--- config.mk ---
export PLATFORM = sky130hd
export DESIGN_NAME = hibernate_state_control
export DESIGN_NICKNAME = d
export VERILOG_FILES = /design/src/rtl/sleep_ctrl_pkg.sv /design/src/rtl/hibernate_state_control.sv /design/src/rtl/watchdog_action.sv
export SDC_FILE = /design/constraint.sdc
export NUM_CORES = 1
export LEC_CHECK = 0
export BUFFER_PORTS_ARGS = -buffer_cell sky130_fd_sc_hd__buf_2
export CORE_ASPECT_RATIO = 0.6
export CORE_UTILIZATION = 53
export CTS_BUF_LIST = sky130_fd_sc_hd__clkbuf_2
export DETAILED_ROUTE_END_ITERATION = 12
export PLACE_DENSITY = 0.94
export SYNTH_ARGS = -nofsm -noshare
export SYNTH_HDL_FRONTEND = slang
export SYNTH_SLANG_ARGS = --single-unit
--- constraint.sdc ---
create_clock -name CLK -period 1.9 [get_ports CLK]
set_clock_uncertainty 0.05 [all_clocks]
set_input_delay 0.095 -clock CLK [delete_from_list [all_inputs] [get_ports CLK]]
set_output_delay 0.095 -clock CLK [all_outputs]
set_load 0.03 [all_outputs]
--- src/rtl/sleep_ctrl_pkg.sv ---
// package: register map, field positions and types for the hibernate state control block
package sleep_ctrl_pkg;
  localparam logic [7:0] SLEEP_STATE_CONTROL_ADDR = 8'h05;
  localparam logic [15:0] SLEEP_STATE_CONTROL_RESET = 16'h0000;
  localparam logic [15:0] SLEEP_STATE_CONTROL_MASK = 16'h80FF;
  localparam int HIBERNATE_BIT = 15;
  localparam int WDOG_GATE_BIT = 7;
  localparam int WAKE_STARTUP_BIT = 6;
  localparam int WAKE_CLEAR_BIT = 5;
  localparam int SYSRESET_LVL_BIT = 4;
  localparam int IRQ_MASK_BIT = 3;
  localparam int MEMRESET_LVL_BIT = 2;
  localparam int COMP_KEEP_BIT = 1;
  localparam int THERMAL_KEEP_BIT = 0;
  // length of the internal register reset pulse and of the startup sequence, in cycles
  localparam logic [3:0] REG_CLEAR_CYCLES = 4'h1;
  localparam logic [7:0] STARTUP_CYCLES = 8'h10;

  typedef enum logic [1:0] {
    WDOG_OFF = 2'h0,
    WDOG_TIMEOUT_IRQ = 2'h1,
    WDOG_WAKE_RESET = 2'h2,
    WDOG_TWO_STAGE = 2'h3
  } watchdog_mode_t;

  typedef struct packed {
    logic sleep_watchdog_gate;
    logic wake_via_startup_sel;
    logic wake_register_clear_sel;
    logic sleep_sysreset_level;
    logic sleep_interrupt_mask;
    logic sleep_memory_reset_level;
    logic sleep_comparator_keep;
    logic sleep_thermal_keep;
  } sleep_cfg_t;

  typedef struct packed {
    logic we;
    logic re;
    logic [7:0] addr;
    logic [15:0] wdata;
  } reg_req_t;
endpackage

--- src/rtl/hibernate_state_control.sv ---
// hibernate state control: control register, hibernate pin levels and wake sequencing
// Overview of operation
// - bit 15 selects active (0) or hibernate (1); reset and wake clear it.
// - in hibernate bit 7 low disables watchdog, high lets mode field govern it.
// - on wake, bit 6 high runs startup sequence, low goes straight to active.
// - on wake, bit 5 low pulses internal register reset, high keeps registers.
// - in hibernate bit 4 sets system reset output level, 0 low, 1 high.
// - in hibernate bit 3 high forces interrupt output inactive, low passes it.
// - in hibernate bit 2 sets memory reset output level, 0 low, 1 high.
// - bit 1 high keeps hysteresis comparator on in hibernate, low leaves it off.
// - bit 0 high keeps temperature monitoring on in hibernate, low turns it off.
// - watchdog mode 00 off, 01 interrupt, 10 reset, 11 interrupt then reset.
`timescale 1ns/100ps
`default_nettype none
module hibernate_state_control (
  input wire logic CLK,
  input wire logic RST_N,
  input wire sleep_ctrl_pkg::reg_req_t REG_REQ,
  output logic [15:0] REG_RDATA,
  input wire sleep_ctrl_pkg::watchdog_mode_t WATCHDOG_ACTION_SELECT,
  input wire logic WATCHDOG_EXPIRE,
  input wire logic WAKE_REQUEST,
  input wire logic IRQ_PENDING_N,
  input wire logic SYSRESET_ACTIVE_N,
  input wire logic MEMORY_RESET_ACTIVE_N,
  output logic HIBERNATING,
  output logic STARTUP_BUSY,
  output logic REG_CLEAR,
  output logic SYSRESET_OUT_N,
  output logic MEMORY_RESET_OUT_N,
  output logic IRQ_OUT_N,
  output logic COMPARATOR_ENABLE,
  output logic THERMAL_ENABLE,
  output logic WATCHDOG_EXPIRY_EVENT,
  output logic WATCHDOG_RESET_EVENT
);
  import sleep_ctrl_pkg::*;

  // ==========================================================
  // state machine
  typedef enum logic [2:0] {
    ST_ACTIVE = 3'h1,
    ST_SLEEP = 3'h2,
    ST_STARTUP = 3'h4
  } power_state_t;

  power_state_t state_r;
  power_state_t state_nxt;
  logic hibernate_r;
  sleep_cfg_t cfg_r;
  logic [7:0] startup_cnt_r;
  logic [3:0] clear_cnt_r;
  logic wake_s1_r;
  logic wake_s2_r;
  logic wake_go;
  logic sw_write;
  logic sleeping;
  logic wdog_enable;

  assign sw_write = REG_REQ.we && (REG_REQ.addr == SLEEP_STATE_CONTROL_ADDR);
  assign sleeping = (state_r == ST_SLEEP);
  // wake comes from a pin or from software writing the select bit back to 0
  assign wake_go = sleeping && (wake_s2_r ||
                   (sw_write && !REG_REQ.wdata[HIBERNATE_BIT]));

  // wake pin is asynchronous to CLK
  always_ff @(posedge CLK or negedge RST_N) begin
    if (!RST_N) begin
      wake_s1_r <= 1'b0;
      wake_s2_r <= 1'b0;
    end else begin
      wake_s1_r <= WAKE_REQUEST;
      wake_s2_r <= wake_s1_r;
    end
  end

  always_comb begin
    state_nxt = state_r;
    unique case (state_r)
      ST_ACTIVE: begin
        if (hibernate_r) begin
          state_nxt = ST_SLEEP;
        end
      end
      ST_SLEEP: begin
        if (wake_go) begin
          state_nxt = cfg_r.wake_via_startup_sel ? ST_STARTUP : ST_ACTIVE;
        end
      end
      ST_STARTUP: begin
        if (startup_cnt_r == 8'h00) begin
          state_nxt = ST_ACTIVE;
        end
      end
      default: state_nxt = ST_ACTIVE;
    endcase
  end

  always_ff @(posedge CLK or negedge RST_N) begin
    if (!RST_N) begin
      state_r <= ST_ACTIVE;
    end else begin
      state_r <= state_nxt;
    end
  end

  always_ff @(posedge CLK or negedge RST_N) begin
    if (!RST_N) begin
      startup_cnt_r <= 8'h00;
    end else if (state_r == ST_SLEEP && state_nxt == ST_STARTUP) begin
      startup_cnt_r <= STARTUP_CYCLES - 8'h01;
    end else if (startup_cnt_r != 8'h00) begin
      startup_cnt_r <= startup_cnt_r - 8'h01;
    end
  end

  // ==========================================================
  // control register
  // the state-select bit is cleared by the machine when it leaves hibernate,
  // so a pin wake is visible to software on readback
  always_ff @(posedge CLK or negedge RST_N) begin
    if (!RST_N) begin
      hibernate_r <= 1'b0;
    end else if (wake_go) begin
      hibernate_r <= 1'b0;
    end else if (sw_write) begin
      hibernate_r <= REG_REQ.wdata[HIBERNATE_BIT];
    end
  end

  // an internal register clear also returns the hibernate options to defaults
  always_ff @(posedge CLK or negedge RST_N) begin
    if (!RST_N) begin
      cfg_r <= sleep_cfg_t'(SLEEP_STATE_CONTROL_RESET[7:0]);
    end else if (REG_CLEAR) begin
      cfg_r <= sleep_cfg_t'(SLEEP_STATE_CONTROL_RESET[7:0]);
    end else if (sw_write) begin
      cfg_r <= sleep_cfg_t'(REG_REQ.wdata[7:0]);
    end
  end

  always_ff @(posedge CLK or negedge RST_N) begin
    if (!RST_N) begin
      REG_RDATA <= 16'h0000;
    end else if (REG_REQ.re && REG_REQ.addr == SLEEP_STATE_CONTROL_ADDR) begin
      REG_RDATA <= {hibernate_r, 7'h00, cfg_r} & SLEEP_STATE_CONTROL_MASK;
    end else if (REG_REQ.re) begin
      REG_RDATA <= 16'h0000;
    end
  end

  // ==========================================================
  // register reset pulse on wake
  always_ff @(posedge CLK or negedge RST_N) begin
    if (!RST_N) begin
      clear_cnt_r <= 4'h0;
    end else if (wake_go && !cfg_r.wake_register_clear_sel) begin
      clear_cnt_r <= REG_CLEAR_CYCLES;
    end else if (clear_cnt_r != 4'h0) begin
      clear_cnt_r <= clear_cnt_r - 4'h1;
    end
  end

  // ==========================================================
  // status outputs
  always_ff @(posedge CLK or negedge RST_N) begin
    if (!RST_N) begin
      HIBERNATING <= 1'b0;
      STARTUP_BUSY <= 1'b0;
      REG_CLEAR <= 1'b0;
    end else begin
      HIBERNATING <= sleeping;
      STARTUP_BUSY <= (state_r == ST_STARTUP);
      REG_CLEAR <= (clear_cnt_r != 4'h0);
    end
  end

  // ==========================================================
  // reset pins
  // held asserted through device reset, so nothing downstream runs
  // before this block has a configuration
  always_ff @(posedge CLK or negedge RST_N) begin
    if (!RST_N) begin
      SYSRESET_OUT_N <= 1'b0;
      MEMORY_RESET_OUT_N <= 1'b0;
    end else begin
      SYSRESET_OUT_N <= sleeping ? cfg_r.sleep_sysreset_level : SYSRESET_ACTIVE_N;
      MEMORY_RESET_OUT_N <= sleeping ? cfg_r.sleep_memory_reset_level
                                     : MEMORY_RESET_ACTIVE_N;
    end
  end

  // ==========================================================
  // interrupt pin
  // the mask only hides the request; the source keeps its pending state
  always_ff @(posedge CLK or negedge RST_N) begin
    if (!RST_N) begin
      IRQ_OUT_N <= 1'b1;
    end else begin
      IRQ_OUT_N <= (sleeping && cfg_r.sleep_interrupt_mask) ? 1'b1 : IRQ_PENDING_N;
    end
  end

  // ==========================================================
  // analogue keep-alive enables
  // both come out of reset on, but the keep bits reset to 0, so an unconfigured part turns both off in hibernate
  always_ff @(posedge CLK or negedge RST_N) begin
    if (!RST_N) begin
      COMPARATOR_ENABLE <= 1'b1;
      THERMAL_ENABLE <= 1'b1;
    end else begin
      COMPARATOR_ENABLE <= !sleeping || cfg_r.sleep_comparator_keep;
      THERMAL_ENABLE <= !sleeping || cfg_r.sleep_thermal_keep;
    end
  end

  // ==========================================================
  // watchdog
  assign wdog_enable = !sleeping || cfg_r.sleep_watchdog_gate;

  watchdog_action u_wdog (
    .CLK(CLK),
    .RST_N(RST_N),
    .ENABLE(wdog_enable),
    .MODE(WATCHDOG_ACTION_SELECT),
    .EXPIRE(WATCHDOG_EXPIRE),
    .EXPIRY_EVENT(WATCHDOG_EXPIRY_EVENT),
    .RESET_EVENT(WATCHDOG_RESET_EVENT)
  );
endmodule
`default_nettype wire

--- src/rtl/watchdog_action.sv ---
// watchdog expiry decoder: turns timer expiries into interrupt and reset events
`timescale 1ns/100ps
`default_nettype none
module watchdog_action (
  input wire logic CLK,
  input wire logic RST_N,
  input wire logic ENABLE,
  input wire sleep_ctrl_pkg::watchdog_mode_t MODE,
  input wire logic EXPIRE,
  output logic EXPIRY_EVENT,
  output logic RESET_EVENT
);
  import sleep_ctrl_pkg::*;
  logic first_seen_r;

  // first expiry is remembered only in the two-stage mode; a disable rearms it
  always_ff @(posedge CLK or negedge RST_N) begin
    if (!RST_N) begin
      first_seen_r <= 1'b0;
    end else if (!ENABLE || MODE != WDOG_TWO_STAGE) begin
      first_seen_r <= 1'b0;
    end else if (EXPIRE) begin
      first_seen_r <= 1'b1;
    end
  end

  always_ff @(posedge CLK or negedge RST_N) begin
    if (!RST_N) begin
      EXPIRY_EVENT <= 1'b0;
      RESET_EVENT <= 1'b0;
    end else begin
      EXPIRY_EVENT <= 1'b0;
      RESET_EVENT <= 1'b0;
      if (ENABLE && EXPIRE) begin
        unique case (MODE)
          WDOG_OFF: begin
          end
          WDOG_TIMEOUT_IRQ: EXPIRY_EVENT <= 1'b1;
          WDOG_WAKE_RESET: RESET_EVENT <= 1'b1;
          WDOG_TWO_STAGE: begin
            EXPIRY_EVENT <= !first_seen_r;
            RESET_EVENT <= first_seen_r;
          end
        endcase
      end
    end
  end
endmodule
`default_nettype wire

---- Word level (Yosys, flattened, before mapping) ----
Index checks and enable logic that the tools add are counted.
word-level totals
  flip-flop bits (word level) ............. 53
  bits of input ports ..................... 35
  output and inout port bits .............. 26
  logic and storage cells ................. 88
operators by class
  $add $sub $neg .......................... 2
  equal/unequal tests ..................... 9
  multiplexer cells ....................... 24
  reductions and logical operators ........ 27
operator list
  operator                                              count
  2-to-1 mux 16 bit                                     2
  2-to-1 mux 8 bit                                      4
  2-to-1 mux 3 bit                                      4
  nonzero test 2 bit                                    6
  2-to-1 mux 1 bit                                      9
  one-hot mux 3 bit (3 select lines)                    1
  equality test 8 x 3 -> 1 bit (second input constant)  1
  logical AND 1 bit                                     8
  zero test 8 bit                                       1
  2-to-1 mux 4 bit                                      2
  nonzero test 8 bit                                    1
  subtractor 8 x 1 -> 8 bit (second input constant)     1
  equality test 3 bit (second input constant)           2
  zero test 1 bit                                       5
  logical OR 1 bit                                      5
  equality test 2 bit (second input constant)           2
  one-hot mux 1 bit (2 select lines)                    2
  nonzero test 4 bit                                    1
  subtractor 4 x 1 -> 4 bit (second input constant)     1
  equality test 3 x 1 -> 1 bit (second input constant)  1
  equality test 3 x 2 -> 1 bit (second input constant)  1
  equality test 2 x 1 -> 1 bit (second input constant)  1
  != test 2 bit (second input constant)                 1

---- Logic depth before layout (Yosys ltp) ----
  depth in word-level cells ............... 10
  mapped depth ............................ 7
  gate-level depth less buffers ........... 6

---- Hierarchy ----
From an unflattened synthesis, not the netlist that was laid out.
unflattened totals
  cells, all modules ...................... 183
  area, all modules ....................... 2001.9 µm²
by module, submodules not included
  module                   instances  cells an instance  area each (µm²)  sequential area each (µm²)
  hibernate_state_control  1          174                1891.8           1081.0
  watchdog_action          1          9                  110.1            75.1

---- Worst setup path after synthesis ----
Ideal clock, no wire load.
  path type ............................... register to register
  from .................................... reg startup_cnt_r[0]
  to ...................................... reg startup_cnt_r[1]
  setup time .............................. 124 ps
  data arrival time ....................... 1462 ps
  required time ........................... 1726 ps
  path slack .............................. 264 ps
  cell stages (with the launch flop) ...... 7
  path buffers ............................ 0
  period minus slack after synthesis ...... 1636 ps
  path through ............................ dfrtp_1 > inv_1 > ha_1 > nor3b_1 > and2_1 > nor2_1 > a211o_1
on the way
  longest elaborated chain between the ends .. 6
  elaborated cells on any way between the ends .. 10
  classes of those cells .................. add/sub: 1; eq/ne: 1; mux: 4; reduce/logical: 4
RTL lines
  item                                                           RTL line                        RTL
  start, declared                                                hibernate_state_control.sv:51   logic [7:0] startup_cnt_r;
  start signal, assigned                                         hibernate_state_control.sv:111  startup_cnt_r <= STARTUP_CYCLES - 8'h01;
  start signal, assigned                                         hibernate_state_control.sv:113  startup_cnt_r <= startup_cnt_r - 8'h01;
  zero test 8 bit                                                hibernate_state_control.sv:91   if (startup_cnt_r == 8'h00) begin
  2-to-1 mux 3 bit                                               hibernate_state_control.sv:91
  one-hot mux 3 bit (3 select lines)                             hibernate_state_control.sv:79   unique case (state_r)
  equality test 3 bit                                            hibernate_state_control.sv:110  end else if (state_r == ST_SLEEP && state_nxt == ST_STARTUP) begin
  logical AND 1 bit                                              hibernate_state_control.sv:110
  2-to-1 mux 8 bit / nonzero test 2 bit (equally long branches)  -
Parallel ways exist; a longest one is shown, timed or not. The select of a mux whose other input is x is not followed.
A chain may end at the register's enable or synchronous reset.

---- Final worst setup path ----
  from .................................... reg startup_cnt_r[0]
  to ...................................... reg state_r[2]
on the way
  longest elaborated chain between the ends .. 3
RTL lines
  item                                RTL line                        RTL
  zero test 8 bit                     hibernate_state_control.sv:91
  2-to-1 mux 3 bit                    hibernate_state_control.sv:91
  one-hot mux 3 bit (3 select lines)  hibernate_state_control.sv:79
  named net state_nxt[2]              hibernate_state_control.sv:48   power_state_t state_nxt;
  end signal, assigned                hibernate_state_control.sv:103  state_r <= state_nxt;
  end, declared                       hibernate_state_control.sv:47   power_state_t state_r;
The timed path passes the listed nets, and every way through them passes these cells.

==> impl_metrics.tcl <==
set metrics [dict create \
    status "finished, final reports clean" \
    ys.flop_type "dfrtp_1" \
    cp.buffers_inverters 1 \
    setup_viol 0 \
    place_congestion 0.934 \
    critical_path_class "flip-flop to flip-flop" \
    cts_buffer_depth 2 \
    ys_types 42 \
    hp-class "primary input to asynchronous set/reset pin" \
    area_growth_pct 24.9 \
    cts_made_buffers 5 \
    synthSimpleGateAreaFrac_pct 18.7 \
    htreeDepth 2 \
    layout.nets 301 \
    grt_max_degree 25 \
    dr.pass1.iters 4 \
    relSlewSlack_pct 61.9 \
    critPathTopFamily "simple AND/OR/NAND/NOR gates" \
    clock-sinks 46 \
    critPathCaptureType "flip-flop" \
    synth_enable_flop_cells 0 \
    detail-route-antenna-nets 0 \
    maxCapViolCount 0 \
    synthTopCellsByArea "dfrtp_1, dfstp_2, mux2i_1" \
    yosysWarnings 0 \
    critPathArrivalTime_ps 2050 \
    synth_top_area_share_pct 51.4 \
    antenna_cells 0 \
    grt_usage_pct 24.9 \
    drt_iter0_markers 94 \
    grt_pass1_vias 1532 \
    hold_violations 0 \
    start_util_pct 55.6 \
    clock_latency_ps 460 \
    overflow 0 \
    synth_cells 192 \
    die_h_um 50.1 \
    root_buffer "clkbuf_2" \
    grt_pass1_wl_mm 7.29 \
    crit_path_start_kind "flip-flop" \
    syn_area_sq_um 2050 \
    fin_ws_ps 141 \
    tns_ps 0 \
    post-route-drc-count 0 \
    slowest_delay_ps 450 \
    crit_chain "inv_1 > ha_1 > nor3b_1 > nand2_1 > and2_1 > or2_1" \
    timing.final.crit_share_pct 92.6 \
    yosysMostFrequentCell "dfrtp_1" \
    rows 17 \
    ys_seq_area_share_pct 56.5 \
    r2r_cells 6 \
    drive_gt1_share_pct 27.3 \
    r2r_slack_ps 140 \
    p_leak_uw 0.00127 \
    slowest_stage "dfrtp_1" \
    synth_mux_area_share_pct 4.40 \
    synth.avg_cell_area_sq_um 10.7 \
    async_reset_ff_share_pct 100 \
    fmax_ghz 0.569 \
    synth_top_family_by_area "simple AND/OR/NAND/NOR gates" \
    synth_xor_xnor_area_share_pct 1.71 \
    yosysTopAreaCell "dfrtp_1" \
    antenna_found_initial 0 \
    io_buffer_count 46 \
    die_area_sq_um 4120 \
    synth_commonest_cells "dfrtp_1, nand2_1, nor2_1" \
    io_pins 61 \
    fp.dieW_um 82.2 \
    core_sq_um 3680 \
    synth_fa_ha_area_share_pct 1.83 \
    wl_per_cell_um 14.7 \
    wl_mm 4.56 \
    path_clk_slew_ps 250 \
    yosys_register_bits 46 \
    vias 1611 \
    rsz0062_at_grt "false" \
    min_period_ps 1760 \
    crit_required_ps 2190 \
    ir_drop_uv 435 \
    cp_num_cells 6 \
    avgViaCountPerCell 5.18 \
    dpl.hpwl_mm 3.18 \
    pre_cts_ws_ps 181 \
    cts_tree "done" \
    critPathMaxFanout 5 \
    cellPowerDensity_nw_per_um2 732 \
    synth_compound_area_share_pct 9.72 \
    worst_slew_pin_slew_ps 572 \
    drv_slew 0 \
]
==> kinds of logic (layout without fill, tap and decap cells) <==
| group | count (synthesis) | after routing |
|---|---|---|
| compound gates | 31 | 31 |
| xor+xnor | 4 | 4 |
| fa+ha+maj | 3 | 3 |
| buf+inv | 27 | 93 |
| flops | 46 | 46 |
| mux | 9 | 9 |
| other cells | 1 | 7 |
| simple gates | 71 | 71 |
==> report_power, final <==
group | leakage (uW) | total [uW] | internal [uW] | switching [uW]
registers | 0.000598 | 1110 | 1050 | 65.6
logic | 0.000644 | 341 | 154 | 187
clock network | 0.0000327 | 416 | 92.1 | 324
==> flip-flops by register name, summed over array words and instances (netlist names) <==
name,flops
COMPARATOR_ENABLE,1
HIBERNATING,1
IRQ_OUT_N,1
MEMORY_RESET_OUT_N,1
REG_CLEAR,1
REG_RDATA,9
STARTUP_BUSY,1
SYSRESET_OUT_N,1
THERMAL_ENABLE,1
cfg_r,8
clear_cnt_r,4
hibernate_r,1
startup_cnt_r,8
state_r,3
u_wdog.EXPIRY_EVENT,1
u_wdog.RESET_EVENT,1
u_wdog.first_seen_r,1
wake_s1_r,1
wake_s2_r,1
==> final cells by class <==
type | instances | area (sq um)
Clock inverter | 2 | 10.0
Tap cell | 47 | 58.8
Clock buffer | 6 | 30.0
Inverter | 16 | 65.1
Fill cell | 265 | 1120
Multi-Input combinational cell | 125 | 774
Sequential cell | 46 | 1160
Timing Repair Buffer | 69 | 460
==> metrics by stage <==
stage	utilization, %	cells	total power [uW]	hold WS [ps]	instance area (sq um)
final	69.4	311	1870	69.7	2550
after floorplan	-	198	1330	-251	2070
after global routing	69.4	311	1970	107	2550
after global placement	63.3	285	1420	58.3	2330
after CTS	69.3	311	1870	80.1	2550
after detailed placement	63.3	285	1440	65.5	2330
==> cell usage in the layout, fill, tap and decap left out, drive strengths merged, types with 4 or more instances in the layout <==
master       instances
a21oi                5
and2                 4
buf                 51
clkbuf               6
conb                 7
dfrtp               42
dfstp                4
dlygate4sd3         18
inv                 15
mux2i                9
nand2               21
nand2b               4
nor2                17
nor3                 5
o21ai               15
xnor2                4
==> timing repair <==
action | in CTS | in global routing
resized for setup | 0 | 1
setup buffers | 0 | 0
setup endpoints to repair | 0 | 1
endpoints found under the hold margin | 70 | 0
hold buffers | 18 | 0
==> path summary, 6_finish.rpt <==
check	start	to
min in group CLK	REG_REQ[25]	startup_cnt_r[4]
worst min register to register	wake_s1_r	wake_s2_r
max in group asynchronous	RST_N	THERMAL_ENABLE
worst max-delay path	startup_cnt_r[0]	state_r[2]
worst max register to register	startup_cnt_r[0]	state_r[2]
worst min-delay path	RST_N	cfg_r[2]
==> layer usage <==
metal	vias up	track usage, %	share of wire [%]
li1	774	-	-
met1	778	33.0	46
met2	53	36.6	48
met3	6	9.07	5.3
met4	0	10.2	1.3
met5	-	0	0
Power figures use the tool's default switching activity.
